$ cat src/rtl/ebpc_defs.svh
// Constants of the external bus pin control block
`ifndef EBPC_DEFS_SVH
`define EBPC_DEFS_SVH

`define EBPC_ADDR_W 20
`define EBPC_LOW_ADDR_W 16
`define EBPC_DATA_W 16
`define EBPC_KEEPER_RST 1'b0
`define EBPC_SPACE_PROG 2'h0
`define EBPC_SPACE_DATA 2'h1
`define EBPC_SPACE_IO 2'h2

`endif

$ cat src/rtl/ebpc_pkg.sv
// Types of the external bus pin control block
package ebpc_pkg;

    typedef enum logic [1:0] {
        EBPC_SP_PROG = 2'h0,
        EBPC_SP_DATA = 2'h1,
        EBPC_SP_IO = 2'h2
    } ebpc_space_t;

    // Gray-coded bus owner states
    typedef enum logic [1:0] {
        EBPC_ST_IDLE = 2'h0,
        EBPC_ST_ADDR = 2'h1,
        EBPC_ST_DATA = 2'h3,
        EBPC_ST_HOLD = 2'h2
    } ebpc_state_t;

endpackage

$ cat src/rtl/ebpc_keep_if.sv
// Data pin keeper carrier between top and keeper module
`timescale 1ns/100ps
`default_nettype none
`include "ebpc_defs.svh"

interface ebpc_keep_if;
    logic [`EBPC_DATA_W-1:0] pin_level;
    logic enable;
    logic [`EBPC_DATA_W-1:0] held;
    logic held_oe;

    modport owner (output pin_level, output enable, input held, input held_oe);
    modport keeper (input pin_level, input enable, output held, output held_oe);
endinterface

`default_nettype wire

$ cat src/rtl/ebpc_ctrl_reg.sv
// Bank switch control register holding the keeper enable bit
`timescale 1ns/100ps
`default_nettype none
`include "ebpc_defs.svh"

module ebpc_ctrl_reg (
    // Clock and reset
    input wire logic clk_i,
    input wire logic rst_n_i,
    // Core write port
    input wire logic wr_i,
    input wire logic keeper_bit_i,
    // State
    output logic bus_keeper_enable_bit_o
);

    always_ff @(posedge clk_i) begin
        if (!rst_n_i) begin
            bus_keeper_enable_bit_o <= `EBPC_KEEPER_RST;
        end else if (wr_i) begin
            bus_keeper_enable_bit_o <= keeper_bit_i;
        end
    end

endmodule

`default_nettype wire

$ cat src/rtl/ebpc_keeper.sv
// Bus keeper: remembers the last data bus level
`timescale 1ns/100ps
`default_nettype none
`include "ebpc_defs.svh"

module ebpc_keeper (
    // Clock and reset
    input wire logic clk_i,
    input wire logic rst_n_i,
    // Carrier
    ebpc_keep_if.keeper kp
);

    always_ff @(posedge clk_i) begin
        if (!rst_n_i) begin
            kp.held <= '0;
        end else begin
            kp.held <= kp.pin_level;
        end
    end

    always_ff @(posedge clk_i) begin
        if (!rst_n_i) begin
            kp.held_oe <= 1'b0;
        end else begin
            kp.held_oe <= kp.enable;
        end
    end

endmodule

`default_nettype wire

$ cat src/rtl/ebpc_top.sv
// External bus pin control: address, data, grant and acknowledge pins
// ****************************************************************
// ****************************************************************
`timescale 1ns/100ps
`default_nettype none
`include "ebpc_defs.svh"

module ebpc_top (
    // Clock and reset
    input wire logic clk_i,
    input wire logic rst_n_i,
    // Core access request
    input wire logic req_i,
    input wire logic req_write_i,
    input wire logic [1:0] req_space_i,
    input wire logic [`EBPC_ADDR_W-1:0] req_addr_i,
    input wire logic [`EBPC_DATA_W-1:0] req_wdata_i,
    output logic req_ready_o,
    output logic [`EBPC_DATA_W-1:0] rdata_o,
    output logic rdata_valid_o,
    // Interrupt vector fetch
    input wire logic vec_fetch_i,
    input wire logic [`EBPC_LOW_ADDR_W-1:0] vec_addr_i,
    // Keeper bit write
    input wire logic ctrl_wr_i,
    input wire logic ctrl_keeper_i,
    output logic bus_keeper_enable_bit_o,
    // Pins
    input wire logic float_n_i,
    input wire logic bus_request_n_i,
    output logic [`EBPC_ADDR_W-1:0] addr_o,
    output logic [`EBPC_ADDR_W-1:0] addr_oe_o,
    input wire logic [`EBPC_DATA_W-1:0] data_i,
    output logic [`EBPC_DATA_W-1:0] data_o,
    output logic [`EBPC_DATA_W-1:0] data_oe_o,
    output logic interrupt_acknowledge_out_n_o,
    output logic interrupt_acknowledge_out_oe_o,
    output logic bus_grant_output_n_o,
    output logic bus_grant_output_oe_o
);

    ebpc_pkg::ebpc_state_t state_q;
    ebpc_pkg::ebpc_state_t state_d;
    logic write_q;
    logic interrupt_acknowledge_out_q;
    logic [`EBPC_ADDR_W-1:0] next_addr;
    logic take;
    logic read_end;
    logic [`EBPC_DATA_W-1:0] wdata_q;
    logic keeper_en;
    logic start;
    logic float_now;
    logic data_drive_d;

    ebpc_keep_if kif ();

    // ****************************************************************
    // Address formation
    // ****************************************************************
    function automatic logic [`EBPC_ADDR_W-1:0] form_addr(input logic [1:0] space,
                                                           input logic [`EBPC_ADDR_W-1:0] a);
        if (space == `EBPC_SPACE_PROG) begin
            form_addr = a;
        end else begin
            form_addr = {4'h0, a[`EBPC_LOW_ADDR_W-1:0]};
        end
    endfunction

    function automatic logic [`EBPC_DATA_W-1:0] fill16(input logic b);
        fill16 = {`EBPC_DATA_W{b}};
    endfunction

    // ****************************************************************
    // Bus owner state machine
    // ****************************************************************
    assign start = (req_i || vec_fetch_i) && bus_request_n_i;
    assign float_now = !float_n_i;

    always_comb begin
        state_d = state_q;
        case (state_q)
            ebpc_pkg::EBPC_ST_IDLE: begin
                if (!bus_request_n_i) begin
                    state_d = ebpc_pkg::EBPC_ST_HOLD;
                end else if (start) begin
                    state_d = ebpc_pkg::EBPC_ST_ADDR;
                end
            end
            ebpc_pkg::EBPC_ST_ADDR: begin
                state_d = ebpc_pkg::EBPC_ST_DATA;
            end
            ebpc_pkg::EBPC_ST_DATA: begin
                state_d = ebpc_pkg::EBPC_ST_IDLE;
            end
            ebpc_pkg::EBPC_ST_HOLD: begin
                if (bus_request_n_i) begin
                    state_d = ebpc_pkg::EBPC_ST_IDLE;
                end
            end
            default: begin
                state_d = ebpc_pkg::EBPC_ST_IDLE;
            end
        endcase
    end

    always_ff @(posedge clk_i) begin
        if (!rst_n_i) begin
            state_q <= ebpc_pkg::EBPC_ST_IDLE;
        end else begin
            state_q <= state_d;
        end
    end

    // ****************************************************************
    // Access latch
    // ****************************************************************
    assign take = state_q == ebpc_pkg::EBPC_ST_IDLE && state_d == ebpc_pkg::EBPC_ST_ADDR;
    assign read_end = state_q == ebpc_pkg::EBPC_ST_DATA && !write_q;

    // Vector fetch wins over a plain access and only uses the low lines
    assign next_addr = vec_fetch_i ? {4'h0, vec_addr_i} : form_addr(req_space_i, req_addr_i);

    always_ff @(posedge clk_i) begin
        if (!rst_n_i) begin
            write_q <= 1'b0;
        end else if (take) begin
            write_q <= req_write_i && !vec_fetch_i;
        end
    end

    always_ff @(posedge clk_i) begin
        if (!rst_n_i) begin
            interrupt_acknowledge_out_q <= 1'b0;
        end else if (take) begin
            interrupt_acknowledge_out_q <= vec_fetch_i;
        end
    end

    always_ff @(posedge clk_i) begin
        if (!rst_n_i) begin
            wdata_q <= '0;
        end else if (take) begin
            wdata_q <= req_wdata_i;
        end
    end

    // ****************************************************************
    // Pin drivers
    // ****************************************************************
    always_ff @(posedge clk_i) begin
        if (!rst_n_i) begin
            req_ready_o <= 1'b0;
        end else begin
            req_ready_o <= take;
        end
    end

    // Loaded even under float so the value is fresh when the pins return
    always_ff @(posedge clk_i) begin
        if (!rst_n_i) begin
            addr_o <= '0;
        end else if (take) begin
            addr_o <= next_addr;
        end
    end

    always_ff @(posedge clk_i) begin
        if (!rst_n_i) begin
            addr_oe_o <= '0;
        end else if (state_d == ebpc_pkg::EBPC_ST_HOLD || float_now) begin
            addr_oe_o <= '0;
        end else if (state_d == ebpc_pkg::EBPC_ST_ADDR || state_d == ebpc_pkg::EBPC_ST_DATA) begin
            addr_oe_o <= '1;
        end else begin
            addr_oe_o <= '0;
        end
    end

    // Drive data only in the write data phase
    assign data_drive_d = state_d == ebpc_pkg::EBPC_ST_DATA && write_q && bus_request_n_i && !float_now;

    // Pin level as the keeper sees it
    assign kif.pin_level = data_oe_o[0] ? data_o : (kif.held_oe ? kif.held : data_i);
    assign kif.enable = keeper_en;

    always_ff @(posedge clk_i) begin
        if (!rst_n_i) begin
            data_o <= '0;
        end else if (data_drive_d) begin
            data_o <= wdata_q;
        end else if (keeper_en && !float_now) begin
            data_o <= kif.pin_level;
        end
    end

    always_ff @(posedge clk_i) begin
        if (!rst_n_i) begin
            data_oe_o <= '0;
        end else if (data_drive_d) begin
            data_oe_o <= fill16(1'b1);
        end else begin
            data_oe_o <= '0;
        end
    end

    // ****************************************************************
    // Read capture
    // ****************************************************************
    always_ff @(posedge clk_i) begin
        if (!rst_n_i) begin
            rdata_valid_o <= 1'b0;
        end else begin
            rdata_valid_o <= read_end;
        end
    end

    always_ff @(posedge clk_i) begin
        if (!rst_n_i) begin
            rdata_o <= '0;
        end else if (read_end) begin
            rdata_o <= data_i;
        end
    end

    // ****************************************************************
    // Acknowledge and grant pins
    // ****************************************************************
    always_ff @(posedge clk_i) begin
        if (!rst_n_i) begin
            interrupt_acknowledge_out_oe_o <= 1'b0;
        end else begin
            interrupt_acknowledge_out_oe_o <= !float_now;
        end
    end

    always_ff @(posedge clk_i) begin
        if (!rst_n_i) begin
            interrupt_acknowledge_out_n_o <= 1'b1;
        end else begin
            interrupt_acknowledge_out_n_o <= !(state_d == ebpc_pkg::EBPC_ST_DATA && interrupt_acknowledge_out_q);
        end
    end

    always_ff @(posedge clk_i) begin
        if (!rst_n_i) begin
            bus_grant_output_oe_o <= 1'b0;
        end else begin
            bus_grant_output_oe_o <= !float_now;
        end
    end

    always_ff @(posedge clk_i) begin
        if (!rst_n_i) begin
            bus_grant_output_n_o <= 1'b1;
        end else begin
            bus_grant_output_n_o <= state_d != ebpc_pkg::EBPC_ST_HOLD;
        end
    end

    // ****************************************************************
    // Keeper enable register and keeper
    // ****************************************************************
    ebpc_ctrl_reg u_ctrl (
        .clk_i(clk_i),
        .rst_n_i(rst_n_i),
        .wr_i(ctrl_wr_i),
        .keeper_bit_i(ctrl_keeper_i),
        .bus_keeper_enable_bit_o(keeper_en)
    );

    always_ff @(posedge clk_i) begin
        if (!rst_n_i) begin
            bus_keeper_enable_bit_o <= `EBPC_KEEPER_RST;
        end else begin
            bus_keeper_enable_bit_o <= keeper_en;
        end
    end

    ebpc_keeper u_keep (
        .clk_i(clk_i),
        .rst_n_i(rst_n_i),
        .kp(kif.keeper)
    );

endmodule

`default_nettype wire

$ cat config.mk
export PLATFORM = sky130hd
export DESIGN_NAME = ebpc_top
export DESIGN_NICKNAME = d
export VERILOG_FILES = /design/src/rtl/ebpc_pkg.sv /design/src/rtl/ebpc_keep_if.sv /design/src/rtl/ebpc_ctrl_reg.sv /design/src/rtl/ebpc_keeper.sv /design/src/rtl/ebpc_top.sv
export VERILOG_INCLUDE_DIRS = /design/src /design/src/rtl
export SDC_FILE = /design/constraint.sdc
export NUM_CORES = 1
export LEC_CHECK = 0
export BUFFER_PORTS_ARGS = -buffer_cell sky130_fd_sc_hd__clkbuf_2
export CORE_UTILIZATION = 40
export DETAILED_ROUTE_END_ITERATION = 12
export HOLD_SLACK_MARGIN = 0.1
export PLACE_DENSITY = 0.65
export RECOVER_POWER = 100
export SYNTH_ARGS = -nofsm -noshare
export SYNTH_HDL_FRONTEND = slang
export SYNTH_SLANG_ARGS = --single-unit
$ cat constraint.sdc
create_clock -name clk_i -period 2.4 [get_ports clk_i]
set_clock_uncertainty 0.15 [all_clocks]
set_input_delay 0.36 -clock clk_i [delete_from_list [all_inputs] [get_ports clk_i]]
set_output_delay 0.36 -clock clk_i [all_outputs]
set_load 0.005 [all_outputs]
# Word level (Yosys, flattened, before mapping)

Index checks and enable logic that the tools add are counted.
W data, S select, Z words.

Flip-flop bits (word level): 131
Bits in latches: 0
RAM bits: 0
ROM bits: 0
Input bits: 79
Memories: 0

Add/sub/neg operators: 0
Multipliers: 0
Div/mod/pow operators: 0
Magnitude comparators: 0
Eq/ne operators: 7
Shifts and indexed selects: 0
Multiplexer cells: 12
Bitwise gates (word level): 1
Reduce and logical (&&, ||, !) cells: 20

Operator list:

| kind                 | count |
|---|---|
| $mux W16             | 5 |
| $mux W20             | 3 |
| $logic_and A1 B1 Y1  | 9 |
| $eq A2 B2 Y1 const B | 4 |
| $pmux W2 S4          | 1 |
| $mux W2              | 3 |
| $eq A2 B1 Y1 const B | 2 |
| $logic_not A1 Y1     | 4 |
| $logic_not A2 Y1     | 2 |
| $logic_or A1 B1 Y1   | 3 |
| $ne A2 B2 Y1 const B | 1 |
| $reduce_bool A2 Y1   | 1 |
| $reduce_or A2 Y1     | 1 |
| $not A1 Y1           | 1 |

# Longest topological paths before layout

Word-level depth: 10
Depth in mapped cells: 6

# Hierarchy

From an unflattened synthesis, not the netlist that was laid out.

Cell total of the unflattened synthesis: 511
Area total of the unflattened synthesis: 4575.6 um2

Modules (own cells, without submodules):

| module        | instances | cells each | area each (um2) |
|---|---|---|---|
| ebpc_top      | 1         | 473        | 4065.1 |
| ebpc_keeper   | 1         | 35         | 474.2 |
| ebpc_ctrl_reg | 1         | 3          | 36.3 |

# Worst setup path before layout

No wires, ideal clock.

Kind: reg2reg
Start: reg, netlist name data_oe_o[14]
End: reg data_o[11]
Setup time: 91 ps
Arrival time: 1414 ps
Data required time: 2159 ps
Slack: 745 ps
Stages on the path, launching flop included: 5
Cells stage by stage: dfxtp_1 > buf_2 > buf_4 > o211ai_1 > a311oi_1

RTL lines:

| item                 | line            | source |
|---|---|---|
| to (signal assigned) | ebpc_top.sv:190 | `data_o <= wdata_q;` |
| to (signal assigned) | ebpc_top.sv:192 | `data_o <= kif.pin_level;` |
| to (decl)            | ebpc_top.sv:34  | `` output logic [`EBPC_DATA_W-1:0] data_o, `` |

==> impl_metrics.json <==
{
  "hold_ws_ns": 0.113,
  "timing.slew.headroom_pct": 40.7,
  "min_path_type": "in2reg",
  "worst-r2r-setup-slack_ns": 0.35,
  "critPathLaunch": "bus_keeper_enable_bit_o",
  "achievable-frequency_ghz": 0.489,
  "power_report.internal_total_w": 0.00242,
  "timing_hold_violations_final": 0,
  "netlist.top_cell.by_area": "sky130_fd_sc_hd__dfxtp_1",
  "wl_per_cell_um": 14.1,
  "worst-r2r-cell-count": 4,
  "clk_pin_slew_worst_setup_hold_paths_ns": 0.10,
  "cts_buffer_depth": 2,
  "post-route-drc-count": 0,
  "post_synthesis_async_set_or_reset_flop_share_pct": 0,
  "syn-instance-count": 492,
  "timing.critical_path.depth": 4,
  "drt_pass1_iterations": 4,
  "worst_ir_drop_vdd_mv": 0.422,
  "final_antenna_net_count": 0,
  "cap_viol_max_count": 0,
  "report.final.setup_viol": 0,
  "areaGrowthSynthToFinish_pct": 25.0,
  "core_mm2": 0.0108,
  "path_class": "reg2reg",
  "cts_sinks": 97,
  "root_driver": "sky130_fd_sc_hd__clkbuf_8",
  "synth_area_leaders": "sky130_fd_sc_hd__dfxtp_1 (44%), sky130_fd_sc_hd__buf_4 (7.1%), sky130_fd_sc_hd__a21oi_1 (6.3%)",
  "vias_in_the_first_global_route": 3653,
  "dp_hpwl_um": 8080,
  "synthDistinctLibCells": 43,
  "fin_util_pct": 51.3,
  "synth_area_mm2": 0.00443,
  "avgSynthCellArea_um2": 9.01,
  "groute.usage.overall_pct": 19.3,
  "synth_nets": 571,
  "path_cells": "clkbuf_1, mux2_2, o211ai_1, a311oi_2",
  "worstPathMaxFanout": 10,
  "synth.ff_latch_count": 97,
  "max_slew.worst_pin.slew_ns": 0.890,
  "cts_tree": "yes",
  "globalRouteOverflowTotal": 0,
  "drt_iter0_markers": 206,
  "termination_of_the_worst_setup_path": "data_o[12]",
  "critPathCaptureType": "flip-flop",
  "detailroute.via_count": 3981,
  "seq_area_frac_synth_pct": 43.8,
  "grt_first_pass_wirelength_um": 17700,
  "htree_levels": 3,
  "critical_path_required_ns": 2.49,
  "cts_resized": 0,
  "fp.dieW_um": 107,
  "power_density_over_cell_area_mw_per_mm2": 599,
  "r2r_start": "bus_keeper_enable_bit_o",
  "antenna_violations_before_repair": 0,
  "initial_utilization_pct": 41.1,
  "clkLatencyLatePin_ns": 0.37,
  "p_leak_nw": 2.25,
  "synth_enable_flop_cells": 0,
  "period_needed_ns": 2.05,
  "finalNetCount": 720,
  "comb_power_share_pct": 13.9,
  "die_height_um": 107,
  "place_congestion": 0.759,
  "slew_violations": 0,
  "antennaDiodeCount": 0,
  "pin_count_of_the_biggest_net_entering_global_routing": 56,
  "run_status": "finished, final reports clean",
  "cp_data_arrival_time_ns": 2.14,
  "path_delay_family": "flip-flops",
  "final.period_utilization_pct": 85.3,
  "power.share.clock_pct": 33.4,
  "ios": 174,
  "cts_made_buffers": 9,
  "placement.io_buffers": 173,
  "floorplan.rows": 38,
  "warnings_synthesis": 0,
  "timing.critical_path.buf_inv": 1,
  "power.switching_fraction_pct": 27.2,
  "cp_slowest_cell": "sky130_fd_sc_hd__dfxtp_1",
  "drt_wl_total_um": 11100,
  "net_switching_power_figure_w": 0.000902,
  "detail_route.vias_per_cell": 5.06,
  "floorplan_die_area_mm2": 0.0115,
  "final.fill_count": 1009,
  "tns_ns": 0,
  "worstReg2RegEnd": "data_o[12]",
  "synth_top_flop_cell": "sky130_fd_sc_hd__dfxtp_1",
  "seq_power_share_pct": 52.7,
  "detailed_place.area_mm2": 0.00503,
  "netlist.area_leader.share_pct": 43.8,
  "design_area_mm2": 0.00554,
  "rsz0062_at_grt": "false",
  "critical_path.startpoint_type": "flip-flop",
  "critical_path.max_stage_delay_ns": 0.55,
  "drive_above_1_share_pct": 26.9
}
==> power by group through the flow <==
stage | logic [W] | registers (W) | clock network [W]
2_1_floorplan | 0.000292 | 0.00177 | 0
3_3_place_gp | 0.000416 | 0.00178 | 0
3_5_place_dp | 0.000425 | 0.00178 | 0
4_1_cts | 0.000473 | 0.00175 | 0.00113
5_1_grt | 0.000513 | 0.00176 | 0.00120
6_report | 0.000463 | 0.00175 | 0.00111
==> sequential cells by signal (all words and copies together), names as in the netlist, 2 cells and up <==
signal          cells
addr_o             20
data_o             16
rdata_o            16
state_q             2
u_keep.kp.held     16
wdata_q            16
==> Yosys cell counts, types with 2 or more instances <==
cell,number
sky130_fd_sc_hd__buf_6,8
sky130_fd_sc_hd__nand4_1,9
sky130_fd_sc_hd__o2111ai_1,5
sky130_fd_sc_hd__o21ai_1,19
sky130_fd_sc_hd__clkbuf_1,13
sky130_fd_sc_hd__nand3b_1,2
sky130_fd_sc_hd__mux2_2,14
sky130_fd_sc_hd__inv_1,8
sky130_fd_sc_hd__dfxtp_1,97
sky130_fd_sc_hd__nor3_1,11
sky130_fd_sc_hd__a21oi_1,56
sky130_fd_sc_hd__nand2b_1,16
sky130_fd_sc_hd__buf_1,2
sky130_fd_sc_hd__nand3_1,17
sky130_fd_sc_hd__and2_1,4
sky130_fd_sc_hd__nand4b_1,2
sky130_fd_sc_hd__clkbuf_2,2
sky130_fd_sc_hd__buf_2,11
sky130_fd_sc_hd__o211ai_1,19
sky130_fd_sc_hd__nand2_1,47
sky130_fd_sc_hd__o21ai_0,12
sky130_fd_sc_hd__nor2b_1,2
sky130_fd_sc_hd__nor2_1,13
sky130_fd_sc_hd__a211oi_1,17
sky130_fd_sc_hd__mux2i_1,19
sky130_fd_sc_hd__a311oi_1,9
sky130_fd_sc_hd__buf_4,42
==> what timing repair did <==
action	CTS	global route
hold buffers	35	1
endpoints found under the hold margin	34	1
setup buffers	0	0
==> placed cells by master (no fill, tap or decap), drive strengths merged <==
| cell type | n |
|---|---|
| a211oi | 17 |
| a21oi | 56 |
| a311oi | 10 |
| a32o | 1 |
| and2 | 4 |
| and3b | 1 |
| and4b | 1 |
| buf | 5 |
| bufinv | 1 |
| clkbuf | 184 |
| clkinv | 3 |
| dfxtp | 97 |
| dlygate4sd3 | 36 |
| inv | 12 |
| mux2 | 14 |
| mux2i | 19 |
| nand2 | 48 |
| nand2b | 16 |
| nand3 | 17 |
| nand3b | 2 |
| nand4 | 9 |
| nand4b | 3 |
| nor2 | 15 |
| nor2b | 2 |
| nor3 | 11 |
| nor3b | 1 |
| o2111ai | 5 |
| o211ai | 19 |
| o21ai | 32 |
| o311a | 1 |
| o311ai | 1 |
| or2 | 1 |
| or3 | 1 |
| or3b | 1 |
==> area by class of cell <==
| type | instances | area (µm²) | area share (%) |
|---|---|---|---|
| flip-flops and latches | 97 | 1940 | 35.1 |
| clock inverters | 7 | 85.1 | 1.54 |
| repair buffers | 216 | 1240 | 22.5 |
| inverters | 9 | 33.8 | 0.610 |
| multi-input cells | 308 | 1930 | 34.9 |
| well taps | 140 | 175 | 3.16 |
| clock buffers | 9 | 124 | 2.24 |
==> logic make-up (layout without fill, tap and decap cells) <==
group	count (synthesis)	after routing	share of synthesized area, %
buffers and inverters	87	241	12.7
AO/OA/AOI/OAI	142	142	19.9
multiplexers	33	33	7.85
AND/OR/NAND/NOR	133	133	15.8
flip-flops	97	97	43.8
==> worst min-delay path: cells and delay by family <==
| kind | cells | cell delay (ns) |
|---|---|---|
| AOI/OAI and AO/OA | 1 | 0.06 |
| buffers and inverters | 1 | 0.09 |
| and+or+nand+nor | 1 | 0.07 |
==> how the worst min path moves through the flow <==
| stage | from | end | slack, ns | cells past startpoint |
|---|---|---|---|---|
| 2_1_floorplan | interrupt_acknowledge_out_q | interrupt_acknowledge_out_n_o | 0.24 | 1 |
| 3_3_place_gp | rdata_o[10] | rdata_o[10] | 0.29 | 2 |
| 3_5_place_dp | interrupt_acknowledge_out_q | interrupt_acknowledge_out_n_o | 0.29 | 1 |
| 4_1_cts | req_wdata_i[6] | wdata_q[6] | 0.10 | 3 |
| 5_1_grt | req_wdata_i[7] | wdata_q[7] | 0.12 | 3 |
| 6_report | req_wdata_i[7] | wdata_q[7] | 0.11 | 3 |
==> routing by layer <==
layer	GRT usage, %	wire length, µm
met1	25.3	5030
met2	31.8	5180
met3	4.38	740
met4	5.19	142
met5	0	0
==> through the flow <==
step / total power [W] / worst slack, ns / cells
after floorplan: 0.00206 / 0.745 / 492
after global placement: 0.00220 / 0.596 / 734
after detailed placement: 0.00221 / 0.506 / 734
after CTS: 0.00335 / 0.496 / 785
after global routing: 0.00347 / 0.198 / 786
final: 0.00332 / 0.353 / 786
(Power assumes the default switching activity.)
